===== config.mk =====
export PLATFORM = sky130hd
export DESIGN_NAME = adc_sequencer
export DESIGN_NICKNAME = d
export VERILOG_FILES = /design/src/rtl/adc_seq_pkg.sv /design/src/rtl/adc_sequencer.sv /design/src/rtl/dim_period_meter.sv
export SDC_FILE = /design/constraint.sdc
export NUM_CORES = 1
export LEC_CHECK = 0
export ABC_AREA = 1
export BUFFER_PORTS_ARGS = -buffer_cell sky130_fd_sc_hd__buf_2
export CAP_MARGIN = 10
export CORE_ASPECT_RATIO = 1.4
export CORE_MARGIN = 4
export CORE_UTILIZATION = 50
export CTS_CLUSTER_SIZE = 28
export DETAILED_ROUTE_END_ITERATION = 10
export GPL_TIMING_DRIVEN = 0
export PLACE_DENSITY_LB_ADDON = 0.12
export SLEW_MARGIN = 20
export SYNTH_ARGS = -nofsm -noshare
export SYNTH_HDL_FRONTEND = slang
export SYNTH_HIERARCHICAL = 1
export SYNTH_SLANG_ARGS = --single-unit

===== constraint.sdc =====
create_clock -name clk_sys -period 6 [get_ports clk_sys]
set_input_delay 0.6 -clock clk_sys [delete_from_list [all_inputs] [get_ports clk_sys]]
set_output_delay 0.6 -clock clk_sys [all_outputs]
set_load 0.05 [all_outputs]

===== src/rtl/adc_seq_pkg.sv =====
// Constants, register map and state codes of the diagnostic converter sequencer.
// Assumes a 40 MHz core clock and a 32-bit AHB-Lite register port.
package adc_seq_pkg;

    // Register byte offsets
    localparam logic [7:0] ADDR_CHAN_SELECT = 8'h00;
    localparam logic [7:0] ADDR_BLANK_CFG   = 8'h04;
    localparam logic [7:0] ADDR_RESULT      = 8'h08;
    localparam logic [7:0] ADDR_STATUS      = 8'h0C;
    localparam logic [7:0] ADDR_FAULT_CLEAR = 8'h10;
    localparam logic [7:0] ADDR_OUT_ENABLE  = 8'h14;

    // Field widths and positions
    localparam int SEL_W    = 5;
    localparam int BLANK_W  = 4;
    localparam int RES_W    = 8;
    localparam int NUM_OUT  = 24;
    localparam int CYC_W    = 16;
    localparam int STAT_DONE_BIT    = 0;
    localparam int STAT_ERR_BIT     = 1;
    localparam int STAT_BUSY_BIT    = 2;
    localparam int FAULT_CLEAR_BIT  = 0;

    // Reset values
    localparam logic [4:0]  CHSEL_RST  = 5'h00;
    localparam logic [3:0]  BLANK_RST  = 4'h0;
    localparam logic [23:0] ENABLE_RST = 24'h000000;

    // Channel codes
    localparam logic [4:0] CODE_PEAK      = 5'h06;
    localparam logic [4:0] CODE_OUT_FIRST = 5'h08;
    localparam logic [2:0] GROUP_LAST     = 3'h7;

    // Bus encodings
    localparam logic [2:0] SIZE_WORD = 3'h2;

    // Timing
    localparam int CLK_PERIOD_NS  = 25;
    localparam int CONV_TIME_NS   = 1000;
    localparam int BLANK_STEP_NS  = 1000;
    localparam int CONV_CYC =
        (CONV_TIME_NS + CLK_PERIOD_NS - 1) / CLK_PERIOD_NS;
    localparam int BLANK_STEP_CYC =
        (BLANK_STEP_NS + CLK_PERIOD_NS - 1) / CLK_PERIOD_NS;
    localparam int CONV_COUNT = 3;
    // Dimming starts seen before the first group; makes nine full periods
    localparam logic [3:0] SCAN_LEAD = 4'h2;
    localparam logic [3:0] SCAN_MIN_STARTS = 4'hA;

    typedef enum logic [2:0] {
        S_IDLE    = 3'b000,
        S_ARM     = 3'b001,
        S_WAIT_ON = 3'b010,
        S_BLANK   = 3'b011,
        S_CONV    = 3'b100
    } seq_state_t;

endpackage : adc_seq_pkg


===== src/rtl/adc_sequencer.sv =====
// Diagnostic converter sequencer: channel select, blanking, auto peak scan.
// Assumes an AHB-Lite master, PWM and converter logic on clk_sys.
// Overview of operation
// - Codes 08h to 1Fh select output voltages A0 through H2 in order.
// - Enabled output is sampled only after the blanking delay after turn-on.
// - Disabled output is sampled in its off state without blanking wait.
// - Code 06h starts auto scan storing the peak output voltage.
// - Auto scan result is ready no sooner than nine full PWM cycles.
// - Auto scan measures one group of three per dimming cycle, eight groups.
// - After all eight groups the done flag sets and scanning stops.
// - Result read clears done and restarts scan if code is still 06h.
// - Channel select write clears done and conversion restarts.
// - Auto scan skips disabled outputs and excludes them from the peak.
// - Each start compares dimming period with blanking plus three conversions.
// - Too short period aborts the measurement and sets the error flag.
// - Error flag clears only when host writes 1 to fault clear.
// - Faults are only reported through flags, no autonomous action here.
// - Manual conversion per select write stores 8-bit result and sets done.
// - Channel select is a 5-bit field, codes 00h-07h internal.
//
// Design decisions made here: the placing of the registers and register access over AHB-Lite.
`timescale 1ns/1ps
`default_nettype none
module adc_sequencer (
    // Clock, reset, enable
    input  wire logic        clk_sys,
    input  wire logic        reset_n,
    input  wire logic        ce,
    // AHB-Lite slave
    input  wire logic        hsel,
    input  wire logic [31:0] haddr,
    input  wire logic [1:0]  htrans,
    input  wire logic        hwrite,
    input  wire logic [2:0]  hsize,
    input  wire logic [31:0] hwdata,
    input  wire logic        hready,
    output logic             hreadyout,
    output logic             hresp,
    output logic [31:0]      hrdata,
    // Output stage state
    input  wire logic [23:0] outOn,
    input  wire logic        dimCycleStart,
    // Converter
    output logic [4:0]       muxSel,
    output logic             convStart,
    input  wire logic        convDone,
    input  wire logic [7:0]  convData
);

    ////////////////////////////////////////////////////////////////////////////
    // Functions

    function automatic logic [4:0] groupBase(input logic [2:0] g);
        groupBase = 5'({g, 1'b0}) + 5'(g);
    endfunction : groupBase

    function automatic logic [4:0] chanCode(input logic [2:0] g,
                                            input logic [1:0] s);
        chanCode = adc_seq_pkg::CODE_OUT_FIRST + groupBase(g) + 5'(s);
    endfunction : chanCode

    // Lowest enabled slot at or above from; bit 2 flags a hit
    function automatic logic [2:0] pickSlot(input logic [2:0] mask,
                                            input logic [2:0] from);
        pickSlot = 3'h0;
        for (int i = 2; i >= 0; i--) begin
            if (mask[i] && 3'(i) >= from) begin
                pickSlot = {1'b1, 2'(i)};
            end
        end
    endfunction : pickSlot

    ////////////////////////////////////////////////////////////////////////////
    // Registers

    adc_seq_pkg::seq_state_t stateQ, stateD;
    logic [4:0]  chselQ;
    logic [3:0]  blankSetQ;
    logic [23:0] enableQ;
    logic [7:0]  resultQ, resultD;
    logic [7:0]  peakQ, peakD;
    logic        doneQ, errQ;
    logic        autoQ, autoD;
    logic [2:0]  groupQ, groupD;
    logic [1:0]  slotQ, slotD;
    logic [15:0] cntQ, cntD;
    logic [3:0]  seenQ, seenD;
    logic [23:0] outOnQ;
    logic        setDone, setErr, enterConv;
    logic [7:0]  dAddrQ;
    logic        dWriteQ, dValidQ;
    logic [15:0] period;
    logic        periodValid;

    ////////////////////////////////////////////////////////////////////////////
    // Bus decode

    wire       addrPhase = hsel && htrans[1] && hready && ce;
    wire [7:0] aLow      = haddr[7:0];
    wire       wrOn      = dValidQ && dWriteQ && ce;
    wire       wrChsel   = wrOn && dAddrQ == adc_seq_pkg::ADDR_CHAN_SELECT;
    wire       wrBlank   = wrOn && dAddrQ == adc_seq_pkg::ADDR_BLANK_CFG;
    wire       wrEnable  = wrOn && dAddrQ == adc_seq_pkg::ADDR_OUT_ENABLE;
    wire       faultClr  = wrOn && dAddrQ == adc_seq_pkg::ADDR_FAULT_CLEAR
                           && hwdata[adc_seq_pkg::FAULT_CLEAR_BIT];
    wire       rdResult  = addrPhase && !hwrite
                           && aLow == adc_seq_pkg::ADDR_RESULT;
    wire       startEv   = wrChsel || rdResult;
    wire       busy      = stateQ != adc_seq_pkg::S_IDLE;

    wire [31:0] statusWord =
        32'({busy, errQ, doneQ});
    wire [31:0] readWord =
        aLow == adc_seq_pkg::ADDR_CHAN_SELECT ? 32'(chselQ)   :
        aLow == adc_seq_pkg::ADDR_BLANK_CFG   ? 32'(blankSetQ) :
        aLow == adc_seq_pkg::ADDR_RESULT      ? 32'(resultQ)   :
        aLow == adc_seq_pkg::ADDR_STATUS      ? statusWord     :
        aLow == adc_seq_pkg::ADDR_OUT_ENABLE  ? 32'(enableQ)   :
        32'h00000000;

    // Zero wait states; a low enable stretches the data phase
    assign hreadyout = ce;
    assign hresp     = 1'b0;

    ////////////////////////////////////////////////////////////////////////////
    // Channel and timing decode

    wire [4:0] selD     = wrChsel ? hwdata[4:0] : chselQ;
    wire       newIsOut = selD >= adc_seq_pkg::CODE_OUT_FIRST;
    wire [4:0] newIdx   = selD - adc_seq_pkg::CODE_OUT_FIRST;
    wire       manIsOut = chselQ >= adc_seq_pkg::CODE_OUT_FIRST;
    wire [4:0] manIdx   = chselQ - adc_seq_pkg::CODE_OUT_FIRST;
    wire [4:0] grpBase  = groupBase(groupQ);
    wire [2:0] grpMask  = enableQ[grpBase +: 3];
    wire [23:0] outRise = outOn & ~outOnQ;
    wire [2:0] grpRise  = outRise[grpBase +: 3] & grpMask;
    wire [2:0] firstPick = pickSlot(grpMask, 3'h0);
    wire [2:0] nextPick  = pickSlot(grpMask, 3'(slotQ) + 3'h1);
    wire       onRise   = autoQ ? |grpRise
                                : (manIsOut && outRise[manIdx]);
    wire [7:0] peakNew  = convData > peakQ ? convData : peakQ;

    wire [15:0] blankCyc = 16'(blankSetQ)
                           * 16'(adc_seq_pkg::BLANK_STEP_CYC);
    wire [15:0] needCyc  = blankCyc + 16'(adc_seq_pkg::CONV_COUNT
                           * adc_seq_pkg::CONV_CYC);
    // Unknown period is let through; the first period needs two starts
    wire        tooShort = periodValid && period < needCyc;

    dim_period_meter meter (
        .clk_sys       (clk_sys),
        .reset_n       (reset_n),
        .ce            (ce),
        .dimCycleStart (dimCycleStart),
        .period        (period),
        .periodValid   (periodValid)
    );

    ////////////////////////////////////////////////////////////////////////////
    // Sequencer

    always_comb begin
        stateD    = stateQ;
        groupD    = groupQ;
        slotD     = slotQ;
        autoD     = autoQ;
        cntD      = cntQ;
        seenD     = seenQ;
        resultD   = resultQ;
        peakD     = peakQ;
        setDone   = 1'b0;
        setErr    = 1'b0;
        enterConv = 1'b0;
        unique case (stateQ)
            adc_seq_pkg::S_IDLE: begin
            end
            adc_seq_pkg::S_ARM: begin
                if (dimCycleStart) begin
                    seenD = &seenQ ? seenQ : seenQ + 4'h1;
                    if (seenQ >= adc_seq_pkg::SCAN_LEAD) begin
                        if (firstPick[2]) begin
                            stateD = adc_seq_pkg::S_WAIT_ON;
                        end else if (groupQ == adc_seq_pkg::GROUP_LAST) begin
                            resultD = peakQ;
                            setDone = 1'b1;
                            stateD  = adc_seq_pkg::S_IDLE;
                        end else begin
                            groupD = groupQ + 3'h1;
                        end
                    end
                end
            end
            adc_seq_pkg::S_WAIT_ON: begin
                if (onRise) begin
                    stateD = adc_seq_pkg::S_BLANK;
                    cntD   = blankCyc;
                    if (autoQ) begin
                        slotD = firstPick[1:0];
                    end
                end
            end
            adc_seq_pkg::S_BLANK: begin
                if (cntQ == 16'h0000) begin
                    stateD    = adc_seq_pkg::S_CONV;
                    enterConv = 1'b1;
                end else begin
                    cntD = cntQ - 16'h0001;
                end
            end
            adc_seq_pkg::S_CONV: begin
                if (convDone && !autoQ) begin
                    resultD = convData;
                    setDone = 1'b1;
                    stateD  = adc_seq_pkg::S_IDLE;
                end else if (convDone) begin
                    peakD = peakNew;
                    if (nextPick[2]) begin
                        slotD     = nextPick[1:0];
                        enterConv = 1'b1;
                    end else if (groupQ == adc_seq_pkg::GROUP_LAST) begin
                        resultD = peakNew;
                        setDone = 1'b1;
                        stateD  = adc_seq_pkg::S_IDLE;
                    end else begin
                        groupD = groupQ + 3'h1;
                        stateD = adc_seq_pkg::S_ARM;
                    end
                end
            end
            default: begin
                stateD = adc_seq_pkg::S_IDLE;
            end
        endcase
        if (startEv) begin
            seenD     = 4'h0;
            groupD    = 3'h0;
            slotD     = 2'h0;
            peakD     = 8'h00;
            enterConv = 1'b0;
            autoD     = selD == adc_seq_pkg::CODE_PEAK;
            if (tooShort) begin
                setErr = 1'b1;
                stateD = adc_seq_pkg::S_IDLE;
            end else if (autoD) begin
                stateD = adc_seq_pkg::S_ARM;
            end else if (newIsOut && enableQ[newIdx]) begin
                stateD = adc_seq_pkg::S_WAIT_ON;
            end else begin
                stateD    = adc_seq_pkg::S_CONV;
                enterConv = 1'b1;
            end
        end
    end

    always_ff @(posedge clk_sys or negedge reset_n) begin
        if (!reset_n) begin
            dAddrQ  <= 8'h00;
            dWriteQ <= 1'b0;
            dValidQ <= 1'b0;
            hrdata  <= 32'h00000000;
        end else if (ce) begin
            dValidQ <= addrPhase && hsize == adc_seq_pkg::SIZE_WORD;
            dAddrQ  <= aLow;
            dWriteQ <= hwrite;
            if (addrPhase && !hwrite) begin
                hrdata <= readWord;
            end
        end
    end

    always_ff @(posedge clk_sys or negedge reset_n) begin
        if (!reset_n) begin
            chselQ    <= adc_seq_pkg::CHSEL_RST;
            blankSetQ <= adc_seq_pkg::BLANK_RST;
            enableQ   <= adc_seq_pkg::ENABLE_RST;
        end else if (ce) begin
            chselQ <= selD;
            if (wrBlank) begin
                blankSetQ <= hwdata[adc_seq_pkg::BLANK_W-1:0];
            end
            if (wrEnable) begin
                enableQ <= hwdata[adc_seq_pkg::NUM_OUT-1:0];
            end
        end
    end

    // Flags: hardware set wins over a clear in the same cycle
    always_ff @(posedge clk_sys or negedge reset_n) begin
        if (!reset_n) begin
            doneQ <= 1'b0;
            errQ  <= 1'b0;
        end else if (ce) begin
            doneQ <= setDone || (doneQ && !startEv);
            errQ  <= setErr || (errQ && !faultClr);
        end
    end

    always_ff @(posedge clk_sys or negedge reset_n) begin
        if (!reset_n) begin
            stateQ    <= adc_seq_pkg::S_IDLE;
            groupQ    <= 3'h0;
            slotQ     <= 2'h0;
            autoQ     <= 1'b0;
            cntQ      <= 16'h0000;
            seenQ     <= 4'h0;
            resultQ   <= 8'h00;
            peakQ     <= 8'h00;
            outOnQ    <= 24'h000000;
            convStart <= 1'b0;
            muxSel    <= adc_seq_pkg::CHSEL_RST;
        end else if (ce) begin
            stateQ    <= stateD;
            groupQ    <= groupD;
            slotQ     <= slotD;
            autoQ     <= autoD;
            cntQ      <= cntD;
            seenQ     <= seenD;
            resultQ   <= resultD;
            peakQ     <= peakD;
            outOnQ    <= outOn;
            convStart <= enterConv;
            muxSel    <= autoD ? chanCode(groupD, slotD) : selD;
        end
    end
endmodule : adc_sequencer
`default_nettype wire


===== src/rtl/dim_period_meter.sv =====
// Measures the dimming period in core clock cycles between start pulses.
// Assumes the start pulse comes from the PWM generator on the same clock.
`timescale 1ns/1ps
`default_nettype none
module dim_period_meter (
    // Clock and reset
    input  wire logic                          clk_sys,
    input  wire logic                          reset_n,
    input  wire logic                          ce,
    // Dimming cycle marker
    input  wire logic                          dimCycleStart,
    // Measured period
    output logic [adc_seq_pkg::CYC_W-1:0]      period,
    output logic                               periodValid
);
    logic [adc_seq_pkg::CYC_W-1:0] cntQ;
    logic                          seenQ;
    wire                           cntMax = &cntQ;

    // Saturates so a stalled PWM reads as a very long period
    always_ff @(posedge clk_sys or negedge reset_n) begin
        if (!reset_n) begin
            cntQ        <= '0;
            seenQ       <= 1'b0;
            period      <= '0;
            periodValid <= 1'b0;
        end else if (ce) begin
            if (dimCycleStart) begin
                cntQ        <= adc_seq_pkg::CYC_W'(1);
                seenQ       <= 1'b1;
                period      <= cntQ;
                periodValid <= seenQ;
            end else if (!cntMax) begin
                cntQ <= cntQ + adc_seq_pkg::CYC_W'(1);
            end
        end
    end
endmodule : dim_period_meter
`default_nettype wire

Word-level counts from Yosys, hierarchy flattened --
Index checks and enable logic that the tools add are counted. Widths: inputs -> output; s select.
Storage, ports and cells: output and inout port bits 40, word-level logic and storage cells 231, flip-flop bits (word level) 186
Cells by class: equality and inequality tests 34, muxes and demuxes 92, magnitude comparators 10, multiply operators 1, reductions and logical operators 53, shift operators 2, add/sub/neg operators 12, bitwise gates (word level) 3
Operators by type and width (number):
- $mux 24 | 5
- $mux 8 | 13
- $mux 3 | 27
- $mux 16 | 4
- $shiftx 24x6->3 | 2
- $pmux 16 s2 | 1
- $and 24x24->24 | 1
- $eq 8x5->1 const B | 3
- $not 24->24 | 1
- $logic_and 1x1->1 | 22
- $mux 1 | 22
- $ne 3x3->1 const B | 7
- $ne 2x2->1 const B | 10
- $reduce_and 9->1 | 2
- $add 16x1->16 const B | 1
- $eq 8x3->1 const B | 2
- $eq 8x4->1 const B | 2
- $logic_not 16->1 | 1
- $logic_not 8->1 | 2
- $lt 16x11->1 | 1
- $mux 4 | 4
- $pmux 8 s2 | 1
- $reduce_and 16->1 | 1
- $reduce_and 4->1 | 4
- other kinds (36) | 68

Depth between registers and ports, before layout --
Gate-level depths: netlist (run 1).
word-level depth 15, depth in mapped cells 27

Cells and area by module --
Netlist (run 1), hierarchy kept.
By module, submodules not included:
- adc_sequencer | area each 9723.1 µm², times used 1, sequential area each 3603.5 µm², cells an instance 1348
- dim_period_meter | area each 1695.4 µm², times used 1, sequential area each 850.8 µm², cells an instance 209

Least setup slack after synthesis (run 1) --
Ideal clock, no wire load.
path kind reg-to-reg, from reg groupQ[1], to reg muxSel[2], data required time 5.875 ns, cell stages (with the launch flop) 20, library setup time 0.125 ns, clock period less this slack 4.320 ns, data arrival time 4.195 ns, setup slack 1.680 ns, cell sequence dfrtp_1 ha_1 fa_1 buf_4 clkbuf_1 o21ai_0 nand3_1 nand2_2 nor2_1 nand2_1 nor2_2 o21ai_0 o21ai_0 a21boi_0 fa_1 ha_1 inv_1 fa_1 o21ai_0 mux2_2
Between the ends: cells in the longest elaborated chain, start to end 15
RTL lines:
- start, declared | line adc_sequencer.sv:84 | logic [2:0] groupQ, groupD;
- start signal, assigned | line adc_sequencer.sv:313 | groupQ <= groupD;
- $add 4x3->5 | line adc_sequencer.sv:54 | groupBase = 5'({g, 1'b0}) + 5'(g);
- $shiftx 24x6->3 | line adc_sequencer.sv:134 | wire [2:0] grpMask = enableQ[grpBase +: 3];
- $logic_and 1x1->1 | line adc_sequencer.sv:67 | if (mask[i] && 3'(i) >= from) begin
- $mux 3 (3 in a row) | line adc_sequencer.sv:67
- $mux 3 | line adc_sequencer.sv:217 | if (nextPick[2]) begin
- $mux 3 | line adc_sequencer.sv:215 | end else if (convDone) begin
- $mux 3 | line adc_sequencer.sv:211 | if (convDone && !autoQ) begin
- $pmux 3 s2 (*) | line adc_sequencer.sv:174 | unique case (stateQ)
- $mux 3 (*) | line adc_sequencer.sv:234 | if (startEv) begin
- via groupD[0] | line adc_sequencer.sv:84
- $add 4x3->5 (*) | line adc_sequencer.sv:54
- $add 4x5->5 (*) | line adc_sequencer.sv:59 | chanCode = adc_seq_pkg::CODE_OUT_FIRST + groupBase(g) + 5'(s);
- $add 5x2->5 (*) | line adc_sequencer.sv:59
- $mux 5 (*) | line adc_sequencer.sv:322 | muxSel <= autoD ? chanCode(groupD, slotD) : selD;
- end signal, assigned | line adc_sequencer.sv:310 | muxSel <= adc_seq_pkg::CHSEL_RST;
- end signal, assigned | line adc_sequencer.sv:322
- end, declared | line adc_sequencer.sv:44 | output logic [4:0] muxSel,
The timed path passes the listed nets; every way through them passes the cells marked *. A chain may end at the register's enable or synchronous reset.

Worst setup path after layout (run 1) --
Ends and elaborated chain as after synthesis.

==> impl_metrics.toml, run 1 <==
[run_status]
status = "complete, no violations"

[clock_tree]
cts_hold_buf = 0
cts_resized = 0
post-cts-setup-buffers = 0
cts_max_path_buffers = 2
clk_pin_slew_ns = 0.06
htreeDepth = 4
cts_num_sinks = 175
cts-root-buf = "clkbuf_16"
insertion_delay_ns = 0.45
cts_tree = "built"
cts_made_buffers = 17

[power]
p_leak_uw = 0.00640
p_seq_frac = 0.262
power_frac_comb = 0.545
switchingPower_uw = 2670
p_per_area_nw_per_um2 = 443
p_int_uw = 3030
swShare = 0.469
p_clk_frac = 0.193
peakVddDrop_v = 0.000517

[cells_and_area]
areaGrowthSynthToFinish_pct = 13.6
antenna_cells = 0
drive_gt1_frac = 0.144
layout_commonest_cell = "nand2_1"
final_nets = 1832
final_cells = 1992
nFillCells = 2180
layout.cells.most_common_list = "nand2_1, dfrtp_1, inv_1, o21ai_0, nand3_1"
postLayoutCellArea_um2 = 12800

[grt]
grt_pass1_vias = 10881
track_usage = 0.279
grt_max_degree = 92
grt_remaining_overflow = 0
antenna_found_initial = 1
grt_pass1_wl_um = 55300

[synth]
syn_inst = 1550
synth_area_um2 = 11300
avgSynthCellArea_um2 = 7.30
synth_warnings = 6

[critical_path]
crit_type = "register to register"
cp-start-kind = "register"
reg2regPathDepth = 20
end_kind = "register"
rrSetupSlack_ns = 0.78
crit_fanout = 10
worstPathRequired_ns = 6.38
arrival_ns = 5.61

[die]
die-width_um = 135
row_count = 64
dieArea_um2 = 25100
core_area_um2 = 22100
ios = 149
initial_utilization = 0.512
die_h_um = 186

[route]
vias = 10982
ant_nets = 0
first_pass_iters = 6
viasPerCell = 5.51
wl_met2_um = 18600
wl_per_cell_um = 17.5
met3_length_um = 1330
totalWireLength_um = 34800
top_layer = "met5"
wl_met1_um = 13400
drt_iter0_markers = 780
drc = 0

[sta]
clock.fmax_mhz = 191
finalClockSkew_ns = 0.0158
hold-worst-slack_ns = 0.180
finalSetupTns_ns = 0
fin_crit_sh = 0.871
relSlewSlack = 0.444
slew_violations = 0
post-route-min-period_ns = 5.22
rsz0062_at_grt = "false"
hold_viol_final = 0
setup_viol = 0
fin_ws_ns = 0.776
max_slew.worst_pin.slew_ns = 0.827

[placement]
place_ws_ns = 0.841
dpl_cell_area_um2 = 12300
gp_congestion = 0.968
dp_hpwl_um = 26800
numPortBuffers = 106
place_inst = 1962

[run]
cap_viol_max_count = 0

[hold_path]
hold_class = "input pin to async pin"
[worst max-delay path, stage by stage (launching register included)]
cell	delay, ns
dfrtp_1	0.48
ha_1	0.32
fa_1	0.53
buf_4	0.17
clkbuf_1	0.41
o21ai_0	0.30
nand3_1	0.17
nand2_2	0.12
nor2_1	0.16
nand2_1	0.10
nor2_2	0.13
nand2_1	0.07
o21ai_1	0.13
a21oi_1	0.12
a21boi_0	0.45
fa_1	0.49
ha_1	0.23
inv_1	0.07
fa_1	0.39
o21ai_0	0.17
mux2_2	0.16
[routing by layer]
| layer | track usage | up-vias |
|---|---|---|
| met4 | 0.132 | 2 |
| met1 | 0.305 | 5198 |
| met5 | 0 | - |
| met3 | 0.0422 | 90 |
| met2 | 0.524 | 318 |
| li1 | - | 5374 |
[registers in the layout, summed over array words and instances (netlist names), 2 cells and up]
name          count
blankSetQ         4
chselQ            5
cntQ             16
dAddrQ            8
enableQ          24
groupQ            3
hrdata           24
meter/cntQ       16
meter/period     13
muxSel            5
outOnQ           24
peakQ             8
resultQ           8
seenQ             4
slotQ             2
stateQ            3
[layout make-up]
type                            instances  area (um2)  share of cell area
Clock inverter                         10         105             0.00818
Multi-Input combinational cell       1148        5910               0.460
Sequential cell                       175        4380               0.341
Timing Repair Buffer                  107         568              0.0442
Buffer                                 69         427              0.0332
Inverter                              166         628              0.0489
Tap cell                              297         372              0.0289
Clock buffer                           20         457              0.0355
[path summary, 6_finish.rpt]
| path | from | to |
|---|---|---|
| setup / recovery | groupQ[1] | muxSel[2] |
| hold / removal | reset_n | hrdata[16] |
| setup reg to reg | groupQ[1] | muxSel[2] |
| hold reg to reg | meter/seenQ | meter/seenQ |
| max in group asynchronous | reset_n | slotQ[0] |
| min in group clk_sys | outOn[14] | outOnQ[14] |
[through the flow]
stage,util,power (uW)
floorplan,-,3770
global placement,0.554,4530
detailed placement,0.556,4560
CTS,0.581,5660
global route,0.581,6130
finish,0.581,5690
[power by group through the flow]
stage / clock, uW / combinational (uW) / sequential (uW)
6_report: 1100 / 3100 / 1490
5_1_grt: 1150 / 3460 / 1510
4_1_cts: 1110 / 3070 / 1490
3_5_place_dp: 0 / 3050 / 1510
3_3_place_gp: 0 / 3020 / 1500
2_1_floorplan: 0 / 2280 / 1490
Power figures use the tool's default switching activity.
==> inputs of run 2 (changes only) <==
--- a/config.mk
+++ b/config.mk
@@ -5,7 +5,6 @@
 export SDC_FILE = /design/constraint.sdc
 export NUM_CORES = 1
 export LEC_CHECK = 0
-export ABC_AREA = 1
 export BUFFER_PORTS_ARGS = -buffer_cell sky130_fd_sc_hd__buf_2
 export CAP_MARGIN = 10
 export CORE_ASPECT_RATIO = 1.4
==> run 2 against run 1 <==
First-iteration DRC count shrank 11%. Combinational power shrank 43%. Cell count shrank 22%. Register-to-register slack lost 0.49 ns. Clock power grew 7%. Sequential power is essentially flat. Total power shrank 22%. Critical endpoint is now muxSel[3].
==> impl_metrics.toml, run 2 <==
[sta]
slew_violations = 0
rsz0062_at_grt = "false"
setup_viol = 0
finalSetupTns_ns = 0
max_slew.worst_pin.slew_ns = 1.08
fin_crit_sh = 0.952
relSlewSlack = 0.278
clock.fmax_mhz = 175
finalClockSkew_ns = 0.00719
hold_viol_final = 0
post-route-min-period_ns = 5.71

[critical_path]
cp-start-kind = "register"
crit_type = "register to register"
arrival_ns = 6.02
path_depth = 20
worstPathRequired_ns = 6.31
end_kind = "register"
crit_fanout = 10
crit_slowest_cell = "fa_1"
critPathTopFamily = "adder cells"
path_common_cell = "fa_1"
path_buf_inv = 3
reg2regPathDepth = 20
path_cells = "ha_1 -> fa_1 -> buf_2 -> clkbuf_4 -> mux4_2 -> mux2i_1 -> nor2_1 -> a221oi_2 -> nand4_1 -> nor2_2 -> o21ai_2 -> mux2i_1 -> nor2_1 -> fa_1 -> ha_1 -> inv_1 -> fa_1 -> xor2_1 -> o211ai_1 -> o21ai_0"
slowest_delay_ns = 0.53

[clock_tree]
cts-root-buf = "clkbuf_16"
cts_num_sinks = 175
cts_hold_buf = 0
cts_max_path_buffers = 2
clk_pin_slew_ns = 0.07
cts_made_buffers = 17
cts_tree = "built"
htreeDepth = 4
insertion_delay_ns = 0.44

[die]
die-width_um = 135
ios = 149
initial_utilization = 0.512
die_h_um = 186
core_area_um2 = 22000
dieArea_um2 = 25000
row_count = 64

[synth]
avgSynthCellArea_um2 = 10.2
synth_warnings = 6
synth_area_um2 = 11300
syn_inst = 1109

[route]
ant_nets = 0
drc = 0
totalWireLength_um = 33100
wl_per_cell_um = 21.3
vias = 9421
drt_iter0_markers = 696
viasPerCell = 6.06
first_pass_iters = 8

[grt]
antenna_found_initial = 0
grt_pass1_wl_um = 51800
grt_remaining_overflow = 0
track_usage = 0.269
grt_max_degree = 81
grt_pass1_vias = 9446

[run_status]
status = "complete, no violations"

[cells_and_area]
reg_top3 = "enableQ: 24 flops, hrdata: 24 flops, outOnQ: 24 flops"
nFillCells = 1937
layout.cells.most_common_list = "dfrtp_1, buf_2, mux2_2, nand2_1, nor2_1"
layout_commonest_cell = "dfrtp_1"
final_nets = 1393
areaGrowthSynthToFinish_pct = 14.7
post-route-util = 0.587
antenna_cells = 0
drive_gt1_frac = 0.262

[placement]
dp_hpwl_um = 25600
numPortBuffers = 104
gp_congestion = 0.926

[power]
p_per_area_nw_per_um2 = 344
p_leak_uw = 0.00596
peakVddDrop_v = 0.000234

[run]
cap_viol_max_count = 0

[hold_path]
hold_class = "input pin to async pin"
[run 2: layout make-up]
type	count	area [um2]	share of cell area
inverters	41	154	0.0119
clock buffers	21	470	0.0364
repair buffers	109	606	0.0468
well taps	297	372	0.0287
plain buffers	67	368	0.0284
multi-input cells	834	6430	0.497
clock inverters	11	154	0.0119
flip-flops and latches	175	4380	0.339
[run 2: final timing paths]
kind | startpoint | endpoint | slack [ns]
max | groupQ[0] | muxSel[3] | 0.29
min | reset_n | hrdata[18] | 0.02
max reg2reg | groupQ[0] | muxSel[3] | 0.29
min reg2reg | hrdata[9] | hrdata[9] | 0.46
max in group asynchronous | reset_n | meter/period[8] | 4.97
min in group clk_sys | hwdata[17] | enableQ[17] | 0.39
[run 2: per-layer routing]
metal	GRT usage	vias up	wire (um)
li1	-	4377	-
met1	0.303	4611	12500
met2	0.482	330	17300
met3	0.0376	103	1570
met4	0.164	0	1720
met5	0	-	0
[run 2: timing repair]
| item | CTS | global route |
|---|---|---|
| pin swaps | 0 | 1 |
| setup endpoints to repair | 2 | 2 |
| setup buffers | 0 | 2 |
| cloned | 0 | 0 |
| gates resized for setup | 2 | 1 |
[run 2: report_power, final]
group	leakage (uW)	internal, uW	switching [uW]
Clock	0.000300	692	487
Sequential	0.00228	1340	149
Combinational	0.00338	726	1060
[run 2: metrics by stage]
stage | power, uW | instances | instance area, um2 | hold WS (ns) | worst slack [ns]
final | 4450 | 1555 | 12900 | 0.0249 | 0.290
after CTS | 4440 | 1552 | 12900 | 0.0288 | 0.146
after floorplan | 2750 | 1117 | 11300 | 0.304 | 1.09
after global routing | 4690 | 1555 | 12900 | 0.0303 | 0.0375
after global placement | 3210 | 1518 | 12200 | 0.446 | -0.0607
after detailed placement | 3250 | 1520 | 12300 | 0.451 | -0.101
